==> config.mk <==
export PLATFORM = sky130hd
export DESIGN_NAME = ipf_ctrl
export DESIGN_NICKNAME = d
export VERILOG_FILES = /design/src/ipf_pkg.sv /design/src/ipf_flag_bank.sv /design/src/ipf_ctrl.sv
export SDC_FILE = /design/constraint.sdc
export NUM_CORES = 1
export LEC_CHECK = 0
export BUFFER_PORTS_ARGS = -buffer_cell sky130_fd_sc_hd__clkbuf_2
export CAP_MARGIN = 20
export CORE_ASPECT_RATIO = 0.7
export CORE_UTILIZATION = 42
export DETAILED_ROUTE_END_ITERATION = 8
export GPL_TIMING_DRIVEN = 0
export PLACE_DENSITY = 0.78
export SLEW_MARGIN = 20
export SYNTH_ARGS = -nofsm -noshare
export SYNTH_HDL_FRONTEND = slang
export SYNTH_SLANG_ARGS = --single-unit
==> constraint.sdc <==
create_clock -name clk_i -period 4.15 [get_ports clk_i]
set_input_delay 0.415 -clock clk_i [delete_from_list [all_inputs] [get_ports clk_i]]
set_output_delay 0.415 -clock clk_i [all_outputs]
set_load 0.005 [all_outputs]
==> src/ipf_pkg.sv <==
package ipf_pkg;

    // ----------------------------------------------------------------
    // Register byte offsets (word aligned)
    // ----------------------------------------------------------------
    localparam logic [7:0] OFF_STATUS = 8'h00;
    localparam logic [7:0] OFF_CORE_CONTROL = 8'h04;
    localparam logic [7:0] OFF_INT_CTRL_ONE = 8'h08;
    localparam logic [7:0] OFF_INT_CTRL_TWO = 8'h0C;
    localparam logic [7:0] OFF_FLAGS_ZERO = 8'h10;
    localparam logic [7:0] OFF_FLAGS_ONE = 8'h14;
    localparam logic [7:0] OFF_FLAGS_TWO = 8'h18;
    localparam logic [7:0] OFF_FLAGS_THREE = 8'h1C;

    // ----------------------------------------------------------------
    // Field positions
    // ----------------------------------------------------------------
    localparam int PRIO_LOW_LSB = 5;
    localparam int PRIO_HIGH_BIT = 3;
    localparam int PROG_VIS_BIT = 2;
    localparam int NEST_DIS_BIT = 15;
    localparam int ALT_VEC_BIT = 15;
    localparam int DISABLE_INSN_BIT = 14;
    localparam int MATH_TRAP_BIT = 4;
    localparam int ADDR_TRAP_BIT = 3;
    localparam int STACK_TRAP_BIT = 2;
    localparam int OSC_TRAP_BIT = 1;

    // Implemented bit masks
    localparam logic [15:0] MASK_FLAGS_ZERO = 16'h3FEF;
    localparam logic [15:0] MASK_FLAGS_ONE = 16'h381F;
    localparam logic [15:0] MASK_FLAGS_TWO = 16'h0020;
    localparam logic [15:0] MASK_FLAGS_THREE = 16'hC200;
    localparam logic [15:0] MASK_TRAPS = 16'h001E;
    localparam logic [15:0] MASK_EDGE = 16'h0007;
    localparam logic [15:0] RESET_ZERO = 16'h0000;

    // Highest priority level of the low field
    localparam logic [2:0] PRIO_LEVEL_MAX = 3'h7;

    typedef struct packed {
        logic math;
        logic addr;
        logic stack;
        logic osc;
    } ipf_trap_s;

    typedef struct packed {
        logic [15:0] zero;
        logic [15:0] one;
        logic [15:0] two;
        logic [15:0] three;
    } ipf_flags_s;

endpackage : ipf_pkg

==> src/ipf_flag_bank.sv <==
// Sticky flag register with software write port; hardware set wins.
module ipf_flag_bank (
    input wire logic clk_i,
    input wire logic rst_i,
    input wire logic [15:0] mask_i,
    input wire logic [15:0] set_i,
    input wire logic wr_i,
    input wire logic [15:0] wdata_i,
    output logic [15:0] flags_o
);

    logic [15:0] flags_q;
    logic [15:0] flags_d;

    always_comb begin
        flags_d = flags_q;
        if (wr_i) begin
            flags_d = wdata_i;
        end
        flags_d = (flags_d | set_i) & mask_i;
    end

    always_ff @(posedge clk_i) begin
        if (rst_i) begin
            flags_q <= ipf_pkg::RESET_ZERO;
        end else begin
            flags_q <= flags_d;
        end
    end

    assign flags_o = flags_q;

endmodule : ipf_flag_bank

==> src/ipf_ctrl.sv <==
module ipf_ctrl (
    input wire logic clk_i,
    input wire logic rst_i,
    input wire logic wb_cyc_i,
    input wire logic wb_stb_i,
    input wire logic wb_we_i,
    input wire logic [7:0] wb_adr_i,
    input wire logic [3:0] wb_sel_i,
    input wire logic [31:0] wb_dat_i,
    output logic [31:0] wb_dat_o,
    output logic wb_ack_o,
    input wire logic cpu_prio_wr_i,
    input wire logic [3:0] cpu_prio_i,
    input wire ipf_pkg::ipf_trap_s trap_i,
    input wire ipf_pkg::ipf_flags_s irq_set_i,
    input wire logic disable_insn_active_i,
    output logic [3:0] cpu_priority_o,
    output logic user_irq_allowed_o,
    output logic preempt_allowed_o,
    output logic alt_vector_select_o,
    output logic [2:0] ext_edge_polarity_o,
    output logic program_space_visibility_o,
    output ipf_pkg::ipf_flags_s flags_o
);

    // ----------------------------------------------------------------
    // Bus decode
    // ----------------------------------------------------------------
    logic req;
    logic wr_lo;
    logic [15:0] wdata;
    logic ack_q;
    logic [31:0] rdata_q;
    logic [31:0] rdata_d;
    // One write strobe per register, decoded once
    logic wr_status;
    logic wr_core;
    logic wr_ctl_one;
    logic wr_ctl_two;
    logic [3:0] wr_flags;

    // Only the low 16-bit lanes carry data; sel[1:0] both required
    function automatic logic hit(input logic [7:0] adr, input logic [7:0] off);
        hit = (adr == off);
    endfunction : hit

    assign req = wb_cyc_i && wb_stb_i && !ack_q;
    assign wr_lo = req && wb_we_i && (wb_sel_i[1:0] == 2'h3);
    assign wdata = wb_dat_i[15:0];

    // Writes land at the taking edge; ack rises at that same edge
    assign wr_status = wr_lo && hit(wb_adr_i, ipf_pkg::OFF_STATUS);
    assign wr_core = wr_lo && hit(wb_adr_i, ipf_pkg::OFF_CORE_CONTROL);
    assign wr_ctl_one = wr_lo && hit(wb_adr_i, ipf_pkg::OFF_INT_CTRL_ONE);
    assign wr_ctl_two = wr_lo && hit(wb_adr_i, ipf_pkg::OFF_INT_CTRL_TWO);
    assign wr_flags = {4{wr_lo}} & {hit(wb_adr_i, ipf_pkg::OFF_FLAGS_THREE),
                                    hit(wb_adr_i, ipf_pkg::OFF_FLAGS_TWO),
                                    hit(wb_adr_i, ipf_pkg::OFF_FLAGS_ONE),
                                    hit(wb_adr_i, ipf_pkg::OFF_FLAGS_ZERO)};

    // ----------------------------------------------------------------
    // Priority and core control
    // ----------------------------------------------------------------
    logic [2:0] prio_low_q;
    logic prio_high_q;
    logic prog_vis_q;
    logic nest_dis_q;
    ipf_pkg::ipf_trap_s trap_q;
    logic alt_vec_q;
    logic [2:0] edge_q;
    logic disable_insn_q;

    always_ff @(posedge clk_i) begin
        if (rst_i) begin
            prio_low_q <= 3'h0;
        end else if (!nest_dis_q) begin
            if (cpu_prio_wr_i) begin
                prio_low_q <= cpu_prio_i[2:0];
            end else if (wr_status) begin
                prio_low_q <= wdata[ipf_pkg::PRIO_LOW_LSB +: 3];
            end
        end
    end

    // Core sets the high bit (trap entry); software may only clear it
    always_ff @(posedge clk_i) begin
        if (rst_i) begin
            prio_high_q <= 1'b0;
        end else if (cpu_prio_wr_i && cpu_prio_i[3]) begin
            prio_high_q <= 1'b1;
        end else if (cpu_prio_wr_i) begin
            prio_high_q <= 1'b0;
        end else if (wr_core && !wdata[ipf_pkg::PRIO_HIGH_BIT]) begin
            prio_high_q <= 1'b0;
        end
    end

    always_ff @(posedge clk_i) begin
        if (rst_i) begin
            prog_vis_q <= 1'b0;
        end else if (wr_core) begin
            prog_vis_q <= wdata[ipf_pkg::PROG_VIS_BIT];
        end
    end

    // ----------------------------------------------------------------
    // Interrupt control one: nesting disable and traps
    // ----------------------------------------------------------------
    always_ff @(posedge clk_i) begin
        if (rst_i) begin
            nest_dis_q <= 1'b0;
        end else if (wr_ctl_one) begin
            nest_dis_q <= wdata[ipf_pkg::NEST_DIS_BIT];
        end
    end

    // A trap in the same cycle as a clearing write still lands
    always_ff @(posedge clk_i) begin
        if (rst_i) begin
            trap_q <= '0;
        end else begin
            if (wr_ctl_one) begin
                trap_q.math <= wdata[ipf_pkg::MATH_TRAP_BIT] | trap_i.math;
                trap_q.addr <= wdata[ipf_pkg::ADDR_TRAP_BIT] | trap_i.addr;
                trap_q.stack <= wdata[ipf_pkg::STACK_TRAP_BIT] | trap_i.stack;
                trap_q.osc <= wdata[ipf_pkg::OSC_TRAP_BIT] | trap_i.osc;
            end else begin
                trap_q <= trap_q | trap_i;
            end
        end
    end

    // ----------------------------------------------------------------
    // Interrupt control two: vector table and edge polarity
    // ----------------------------------------------------------------
    always_ff @(posedge clk_i) begin
        if (rst_i) begin
            alt_vec_q <= 1'b0;
            edge_q <= 3'h0;
        end else if (wr_ctl_two) begin
            alt_vec_q <= wdata[ipf_pkg::ALT_VEC_BIT];
            edge_q <= wdata[2:0];
        end
    end

    // Status of the disable-interrupts instruction, read only
    always_ff @(posedge clk_i) begin
        if (rst_i) begin
            disable_insn_q <= 1'b0;
        end else begin
            disable_insn_q <= disable_insn_active_i;
        end
    end

    // ----------------------------------------------------------------
    // Flag registers
    // ----------------------------------------------------------------
    ipf_pkg::ipf_flags_s flags;

    ipf_flag_bank u_flags_zero (
        .clk_i(clk_i),
        .rst_i(rst_i),
        .mask_i(ipf_pkg::MASK_FLAGS_ZERO),
        .set_i(irq_set_i.zero),
        .wr_i(wr_flags[0]),
        .wdata_i(wdata),
        .flags_o(flags.zero)
    );

    ipf_flag_bank u_flags_one (
        .clk_i(clk_i),
        .rst_i(rst_i),
        .mask_i(ipf_pkg::MASK_FLAGS_ONE),
        .set_i(irq_set_i.one),
        .wr_i(wr_flags[1]),
        .wdata_i(wdata),
        .flags_o(flags.one)
    );

    ipf_flag_bank u_flags_two (
        .clk_i(clk_i),
        .rst_i(rst_i),
        .mask_i(ipf_pkg::MASK_FLAGS_TWO),
        .set_i(irq_set_i.two),
        .wr_i(wr_flags[2]),
        .wdata_i(wdata),
        .flags_o(flags.two)
    );

    ipf_flag_bank u_flags_three (
        .clk_i(clk_i),
        .rst_i(rst_i),
        .mask_i(ipf_pkg::MASK_FLAGS_THREE),
        .set_i(irq_set_i.three),
        .wr_i(wr_flags[3]),
        .wdata_i(wdata),
        .flags_o(flags.three)
    );

    // ----------------------------------------------------------------
    // Read mux and acknowledge
    // ----------------------------------------------------------------
    always_comb begin
        rdata_d = 32'h0000_0000;
        case (wb_adr_i)
            ipf_pkg::OFF_STATUS: rdata_d[ipf_pkg::PRIO_LOW_LSB +: 3] = prio_low_q;
            ipf_pkg::OFF_CORE_CONTROL: begin
                rdata_d[ipf_pkg::PRIO_HIGH_BIT] = prio_high_q;
                rdata_d[ipf_pkg::PROG_VIS_BIT] = prog_vis_q;
            end
            ipf_pkg::OFF_INT_CTRL_ONE: begin
                rdata_d[ipf_pkg::NEST_DIS_BIT] = nest_dis_q;
                rdata_d[ipf_pkg::MATH_TRAP_BIT] = trap_q.math;
                rdata_d[ipf_pkg::ADDR_TRAP_BIT] = trap_q.addr;
                rdata_d[ipf_pkg::STACK_TRAP_BIT] = trap_q.stack;
                rdata_d[ipf_pkg::OSC_TRAP_BIT] = trap_q.osc;
            end
            ipf_pkg::OFF_INT_CTRL_TWO: begin
                rdata_d[ipf_pkg::ALT_VEC_BIT] = alt_vec_q;
                rdata_d[ipf_pkg::DISABLE_INSN_BIT] = disable_insn_q;
                rdata_d[2:0] = edge_q;
            end
            ipf_pkg::OFF_FLAGS_ZERO: rdata_d[15:0] = flags.zero;
            ipf_pkg::OFF_FLAGS_ONE: rdata_d[15:0] = flags.one;
            ipf_pkg::OFF_FLAGS_TWO: rdata_d[15:0] = flags.two;
            ipf_pkg::OFF_FLAGS_THREE: rdata_d[15:0] = flags.three;
            default: rdata_d = 32'h0000_0000;
        endcase
    end

    // One wait-free ack per request; unmapped addresses ack with zero
    always_ff @(posedge clk_i) begin
        if (rst_i) begin
            ack_q <= 1'b0;
            rdata_q <= 32'h0000_0000;
        end else begin
            ack_q <= req;
            rdata_q <= req ? rdata_d : 32'h0000_0000;
        end
    end

    // ----------------------------------------------------------------
    // Registered outputs
    // ----------------------------------------------------------------
    // Priority view for the core; one cycle behind the registers
    always_ff @(posedge clk_i) begin
        if (rst_i) begin
            cpu_priority_o <= 4'h0;
            user_irq_allowed_o <= 1'b0;
        end else begin
            cpu_priority_o <= {prio_high_q, prio_low_q};
            // Level 7 or high bit set masks every user source
            user_irq_allowed_o <= !prio_high_q
                                  && (prio_low_q != ipf_pkg::PRIO_LEVEL_MAX);
        end
    end

    always_ff @(posedge clk_i) begin
        if (rst_i) begin
            preempt_allowed_o <= 1'b0;
            alt_vector_select_o <= 1'b0;
            ext_edge_polarity_o <= 3'h0;
            program_space_visibility_o <= 1'b0;
        end else begin
            preempt_allowed_o <= !nest_dis_q;
            alt_vector_select_o <= alt_vec_q;
            ext_edge_polarity_o <= edge_q;
            program_space_visibility_o <= prog_vis_q;
        end
    end

    // Flag copy for the vector logic, registered like every output
    always_ff @(posedge clk_i) begin
        if (rst_i) begin
            flags_o <= '0;
        end else begin
            flags_o <= flags;
        end
    end

    assign wb_ack_o = ack_q;
    assign wb_dat_o = rdata_q;

endmodule : ipf_ctrl

== After elaboration in Yosys (flattened, before gate mapping) ==
Cells that the tools add are included.

* Word-level logic and storage cells: 89
* Bits of input ports: 123
* Register bits: 149
* Output and inout bits: 108

* Reduce and logical (&&, ||, !) cells: 20
* Bitwise gates (word level): 12
* Eq/ne operators: 9
* Muxes and demuxes: 19

{| class="wikitable"
|+ Operator list
! cell !! count
|-
| $eq A8 B5 Y1 const B || 4
|-
| $mux W14 || 2
|-
| $or A14 B14 Y14 || 2
|-
| $pmux W6 S4 || 1
|-
| $pmux W1 S6 || 3
|-
| $eq A8 B4 Y1 const B || 2
|-
| $mux W16 || 1
|-
| $or A16 B16 Y16 || 1
|-
| $pmux W1 S5 || 3
|-
| $pmux W3 S5 || 1
|-
| $logic_and A1 B1 Y1 || 11
|-
| $eq A8 B3 Y1 const B || 1
|-
| $logic_not A8 Y1 || 1
|-
| $pmux W1 S7 || 1
|-
| $mux W3 || 2
|-
| $mux W6 || 1
|-
| $or A6 B6 Y6 || 1
|-
| $and A4 B4 Y4 || 1
|-
| $logic_not A1 Y1 || 4
|-
| $mux W4 || 1
|-
| $or A1 B1 Y1 || 4
|-
| $or A4 B4 Y4 || 1
|-
| $mux W1 || 3
|-
| $ne A3 B3 Y1 const B || 1
|-
| other kinds (6) || 7
|}

== Logic depth before layout (Yosys ltp) ==
* Word-level depth: 9
* Depth in mapped cells: 7
* Gate-level depth less buffers: 6

== Hierarchy ==
From an unflattened synthesis, not the netlist that was laid out.

* Cells, all modules: 695
* Area total of the unflattened synthesis: 6932.9 sq um

{| class="wikitable"
|+ By module, submodules not included
! module !! instances !! cells an instance !! area an instance (sq um) !! sequential area each (sq um)
|-
| ipf_ctrl || 1 || 363 || 3910.0 || 2142.1
|-
| ipf_flag_bank || 4 || 83 || 755.7 || 320.3
|}

== Worst setup path before layout ==
No wires, ideal clock.

* Path type: input to register
* From: input wb_adr_i[1]
* To: register prio_low_q[0]
* Setup time: 0.121 ns
* Slack: 1.899 ns
* Data arrival time: 2.129 ns
* Buffers on the path: 2
* Required time: 4.029 ns
* Stages on the path: 6
* Path through: buf_6 > or4_4 > buf_6 > or4_4 > a21oi_4 > mux2_4

* Cells in the longest elaborated chain, start to end: 4

{| class="wikitable"
|+ RTL lines
! element !! line !! source
|-
| start, declared || ipf_ctrl.sv:7 || <nowiki>input wire logic [7:0] wb_adr_i,</nowiki>
|-
| $logic_not A8 Y1 || ipf_ctrl.sv:44 || <nowiki>hit = (adr == off);</nowiki>
|-
| $logic_and A1 B1 Y1 || ipf_ctrl.sv:52 || <nowiki>assign wr_status = wr_lo && hit(wb_adr_i, ipf_pkg::OFF_STATUS);</nowiki>
|-
| $reduce_bool A2 Y1 (no source line) || -- ||
|-
| $reduce_and A2 Y1 (no source line) || -- ||
|-
| end signal, assigned || ipf_ctrl.sv:78 || <nowiki>prio_low_q <= cpu_prio_i[2:0];</nowiki>
|-
| end signal, assigned || ipf_ctrl.sv:80 || <nowiki>prio_low_q <= wdata[ipf_pkg::PRIO_LOW_LSB +: 3];</nowiki>
|-
| end, declared || ipf_ctrl.sv:64 || <nowiki>logic [2:0] prio_low_q;</nowiki>
|}

No other way between the ends.
A chain may end at the register's enable or synchronous reset.

== Worst setup path after layout ==
* From: register ack_q (netlist: wb_ack_o)
* To: register rdata_q[5] (netlist: wb_dat_o[5])

* Cells in the longest elaborated chain, start to end: 4

{| class="wikitable"
|+ RTL lines
! element !! line !! source
|-
| start, declared || ipf_ctrl.sv:32 || <nowiki>logic ack_q;</nowiki>
|-
| start signal, assigned || ipf_ctrl.sv:237 || <nowiki>ack_q <= req;</nowiki>
|-
| $logic_not A1 Y1 || ipf_ctrl.sv:47 || <nowiki>assign req = wb_cyc_i && wb_stb_i && !ack_q;</nowiki>
|-
| $logic_and A1 B1 Y1 || ipf_ctrl.sv:47 ||
|-
| $not A1 Y1 (no source line) || -- ||
|-
| $reduce_or A2 Y1 (no source line) || -- ||
|-
| end signal, assigned || ipf_ctrl.sv:238 || <nowiki>rdata_q <= req ? rdata_d : 32'h0000_0000;</nowiki>
|-
| end, declared || ipf_ctrl.sv:33 || <nowiki>logic [31:0] rdata_q;</nowiki>
|}

No other way between the ends.

==> qor.csv <==
stage;metric;value;unit
run_status;status;completed;
logic_synthesis;synthCells;399;
finish;antenna_cells;0;
worst_setup_path;worstReg2RegStart;wb_ack_o;
drt;first_pass_iters;4;
power;power.density;382.4;nW/um^2
logic_synthesis;synth-warning-count;0;
sta;slew_viol_final;0;
worst_setup_path;worst-r2r-cell-count;7;
power;clkPwrFrac;40.0;%
hold_path;min_path_cells;2;
finish;fillCellCount;781;
clock_tree;cts_buffer_depth;2;
clock_tree;htreeDepth;3;
logic_synthesis;synthMuxAreaShare;5.856;%
die;io_pins;231;
power;power.share.combinational;11.2;%
die;die_h;82.51;microns
power;power_report.internal_total;1.494;mW
placement;io_buffers;115;
worst_setup_path;critPathRequiredTime;4420;ps
hold_path;hp-start;disable_insn_active_i;
logic_synthesis;synth_adder_area_share;0;%
logic_synthesis;synth.avg_cell_area;9.746;sq um
power;power.switching;457.8;uW
worst_setup_path;r2r_end;wb_dat_o[5];
logic_synthesis;synth_compound_area_share;9.492;%
logic_synthesis;synth_xor_area_share;0;%
finish;syn_to_final_growth;31.24;%
power;peakVddDrop;0.0002832;V
finish;drive_gt1_share;35.85;%
drt;drc;0;
sta;relSlewSlack;45.18;%
sta;tns;0;ps
sta;hold_ws;297.1;ps
worst_setup_path;worst-r2r-setup-slack;1910;ps
finish;stdcell_count;703;
flow_run;maxCapViolCount;0;
global_route;grt_use_total;22.39;%
clock_tree;cts_tree;done;
sta;finalCritPeriodShare;54.04;%
global_route;grt-ovfl-total;0;
die;dieArea;9654;sq um
global_route;grt_max_degree;15;
die;rows;28;
global_route;first_global_vias;3089;
drt;vias_per_cell;4.743;
sta;tightest_slew;814.8;ps
worst_setup_path;crit_type;reg2reg;
hold_path;hold_path.class;in2reg;
clock_tree;clk_latency;340;ps
logic_synthesis;synth_top_family_by_area;simple AND/OR/NAND/NOR gates;
sta;fin_skew;6.366;ps
sta;fin_crit;2243;ps
clock_tree;cts_hold_buffers;0;
logic_synthesis;yosys.area_share.simple;23.29;%
drt;vias;3334;
finish;final_nets;702;
sta;fmax;0.4459;GHz
global_route;grt_pass1_wl;15650;microns
clock_tree;cts_setup_buffers;0;
logic_synthesis;ys_seq_elements;93;
power;p_sw_share;23.46;%
drt;first_iter_violations;237;
placement;dp.cells;688;
clock_tree;clkSinkCount;93;
finish;ff_latch_area;1862;sq um
global_route;antenna_found_initial;0;
worst_setup_path;cp-start-kind;register;
drt;totalWireLength;10380;microns
die;die_w;117.0;microns
sta;hold_violations;0;
clock_tree;root_buffer;clkbuf_16;
finish;multi_input_area;1709;sq um
logic_synthesis;synth-edff-count;0;
worst_setup_path;endpoint_kind;register;
drt;ant_nets;0;
logic_synthesis;synth_seq_area_share;47.88;%
power;report.power.total;1.952;mW
clock_tree;cts_resized;0;
logic_synthesis;ys_types;45;
clock_tree;path_clk_slew;60;ps
drt;post_drt_wl_per_cell;14.77;microns
worst_setup_path;crit_fanout;9;
power;p_seq_share;48.9;%
die;start_util;44.58;%
logic_synthesis;synthArstFlopShare;0;%
finish;final_cell_mix;clkbuf_2, dfxtp_1, buf_4;
clock_tree;cts_inserted_buffers;9;
worst_setup_path;worstPathArrival;2510;ps
finish;layout_commonest_cell;clkbuf_2;
placement;pre_cts_ws;1585;ps
logic_synthesis;ys.flop_type;dfxtp_1;
power;leakage;2.392;nW
die;core_area;8723;sq um
sta;setup_viol;0;
sta;setup_ws;1907;ps
placement;hpwl;8184;microns
logic_synthesis;netlist_area;3889;sq um
placement;place_congestion;0.8506;
sta;rsz0062_at_grt;false;
hold_path;min_to;disable_insn_q;
[Yosys cell counts (2+ instances only)]
cell type	instances	area (sq um)
nor4_2	2	25.02
buf_2	2	10.01
mux2i_1	16	160.2
nor2_1	49	183.9
or2_2	3	18.77
buf_4	56	420.4
mux2_2	2	22.52
nor2b_1	37	231.5
inv_1	3	11.26
o22ai_1	3	18.77
buf_6	2	22.52
nor4_4	3	63.81
dfxtp_1	93	1862
nor4_1	2	12.51
buf_1	3	11.26
nand2_1	4	15.01
and3_1	2	12.51
a22oi_1	8	60.06
clkbuf_1	12	45.04
and2_1	2	12.51
a21oi_1	2	10.01
or4b_1	2	20.02
a211oi_1	29	217.7
nor3_1	37	185.2
or4_4	2	22.52
mux2_4	3	45.04
nand3_1	2	10.01
[layer usage]
metal	GRT usage, %	part of all wire (%)
met5	0	0
met2	34.79	43
met3	7.664	10
met1	28.90	45
met4	8.228	1.5
[per-stage QoR]
step / cell area, sq um / utilization, %
2_1_floorplan: 4091 / -
3_3_place_gp: 4817 / 55.22
3_5_place_dp: 4817 / 55.22
4_1_cts: 5104 / 58.51
5_1_grt: 5104 / 58.51
6_report: 5104 / 58.51
[logic make-up (layout without fill, tap and decap cells)]
logic type	after synthesis	count (layout)
other	1	55
AOI/OAI and AO/OA	49	49
buffers and inverters	78	208
and+or+nand+nor	157	157
muxes	21	21
DFF	93	93
[power by group through the flow]
stage / Combinational, mW / Sequential [mW] / Clock [mW]
final: 0.218 / 0.954 / 0.780
after global routing: 0.241 / 0.957 / 0.831
after CTS: 0.215 / 0.953 / 0.791
after detailed placement: 0.214 / 0.973 / 0
after global placement: 0.209 / 0.972 / 0
after floorplan: 0.134 / 0.969 / 0
[worst max-delay path, stage by stage, from the launching register on]
cell	delay (ps)
dfxtp_1	310
nand3b_2	400
or2_2	370
clkbuf_1	210
inv_1	170
nand2_1	210
nor2_1	260
and4_1	240
[area by class of cell]
class	instances	area share, %
sequential	93	36.48
multi-input combinational	282	33.49
timing repair buffer	115	11.28
buffer	75	9.978
clock buffer	12	5.222
tap	120	2.942
clock inverter	3	0.3923
inverter	3	0.2206
[sequential cells by signal, indices dropped and copies added, names as in the netlist]
name / flops
alt_vec_q: 1
alt_vector_select_o: 1
cpu_priority_o: 4
disable_insn_q: 1
edge_q: 3
ext_edge_polarity_o: 3
flags_o: 25
nest_dis_q: 1
preempt_allowed_o: 1
prio_high_q: 1
prio_low_q: 3
prog_vis_q: 1
program_space_visibility_o: 1
trap_q: 4
u_flags_one.flags_o: 8
u_flags_three.flags_o: 3
u_flags_two.flags_o: 1
u_flags_zero.flags_o: 13
user_irq_allowed_o: 1
wb_ack_o: 1
wb_dat_o: 16
[worst max-delay path by stage]
stage | startpoint | endpoint | slack (ps)
6_report | wb_ack_o | wb_dat_o[5] | 1910
3_3_place_gp | wb_adr_i[5] | u_flags_zero.flags_o[9] | 1650
3_5_place_dp | wb_adr_i[5] | u_flags_zero.flags_o[8] | 1580
5_1_grt | wb_ack_o | wb_dat_o[5] | 1780
2_1_floorplan | wb_adr_i[1] | prio_low_q[0] | 1900
4_1_cts | wb_adr_i[5] | u_flags_zero.flags_o[8] | 1910
Power figures use the tool's default switching activity.
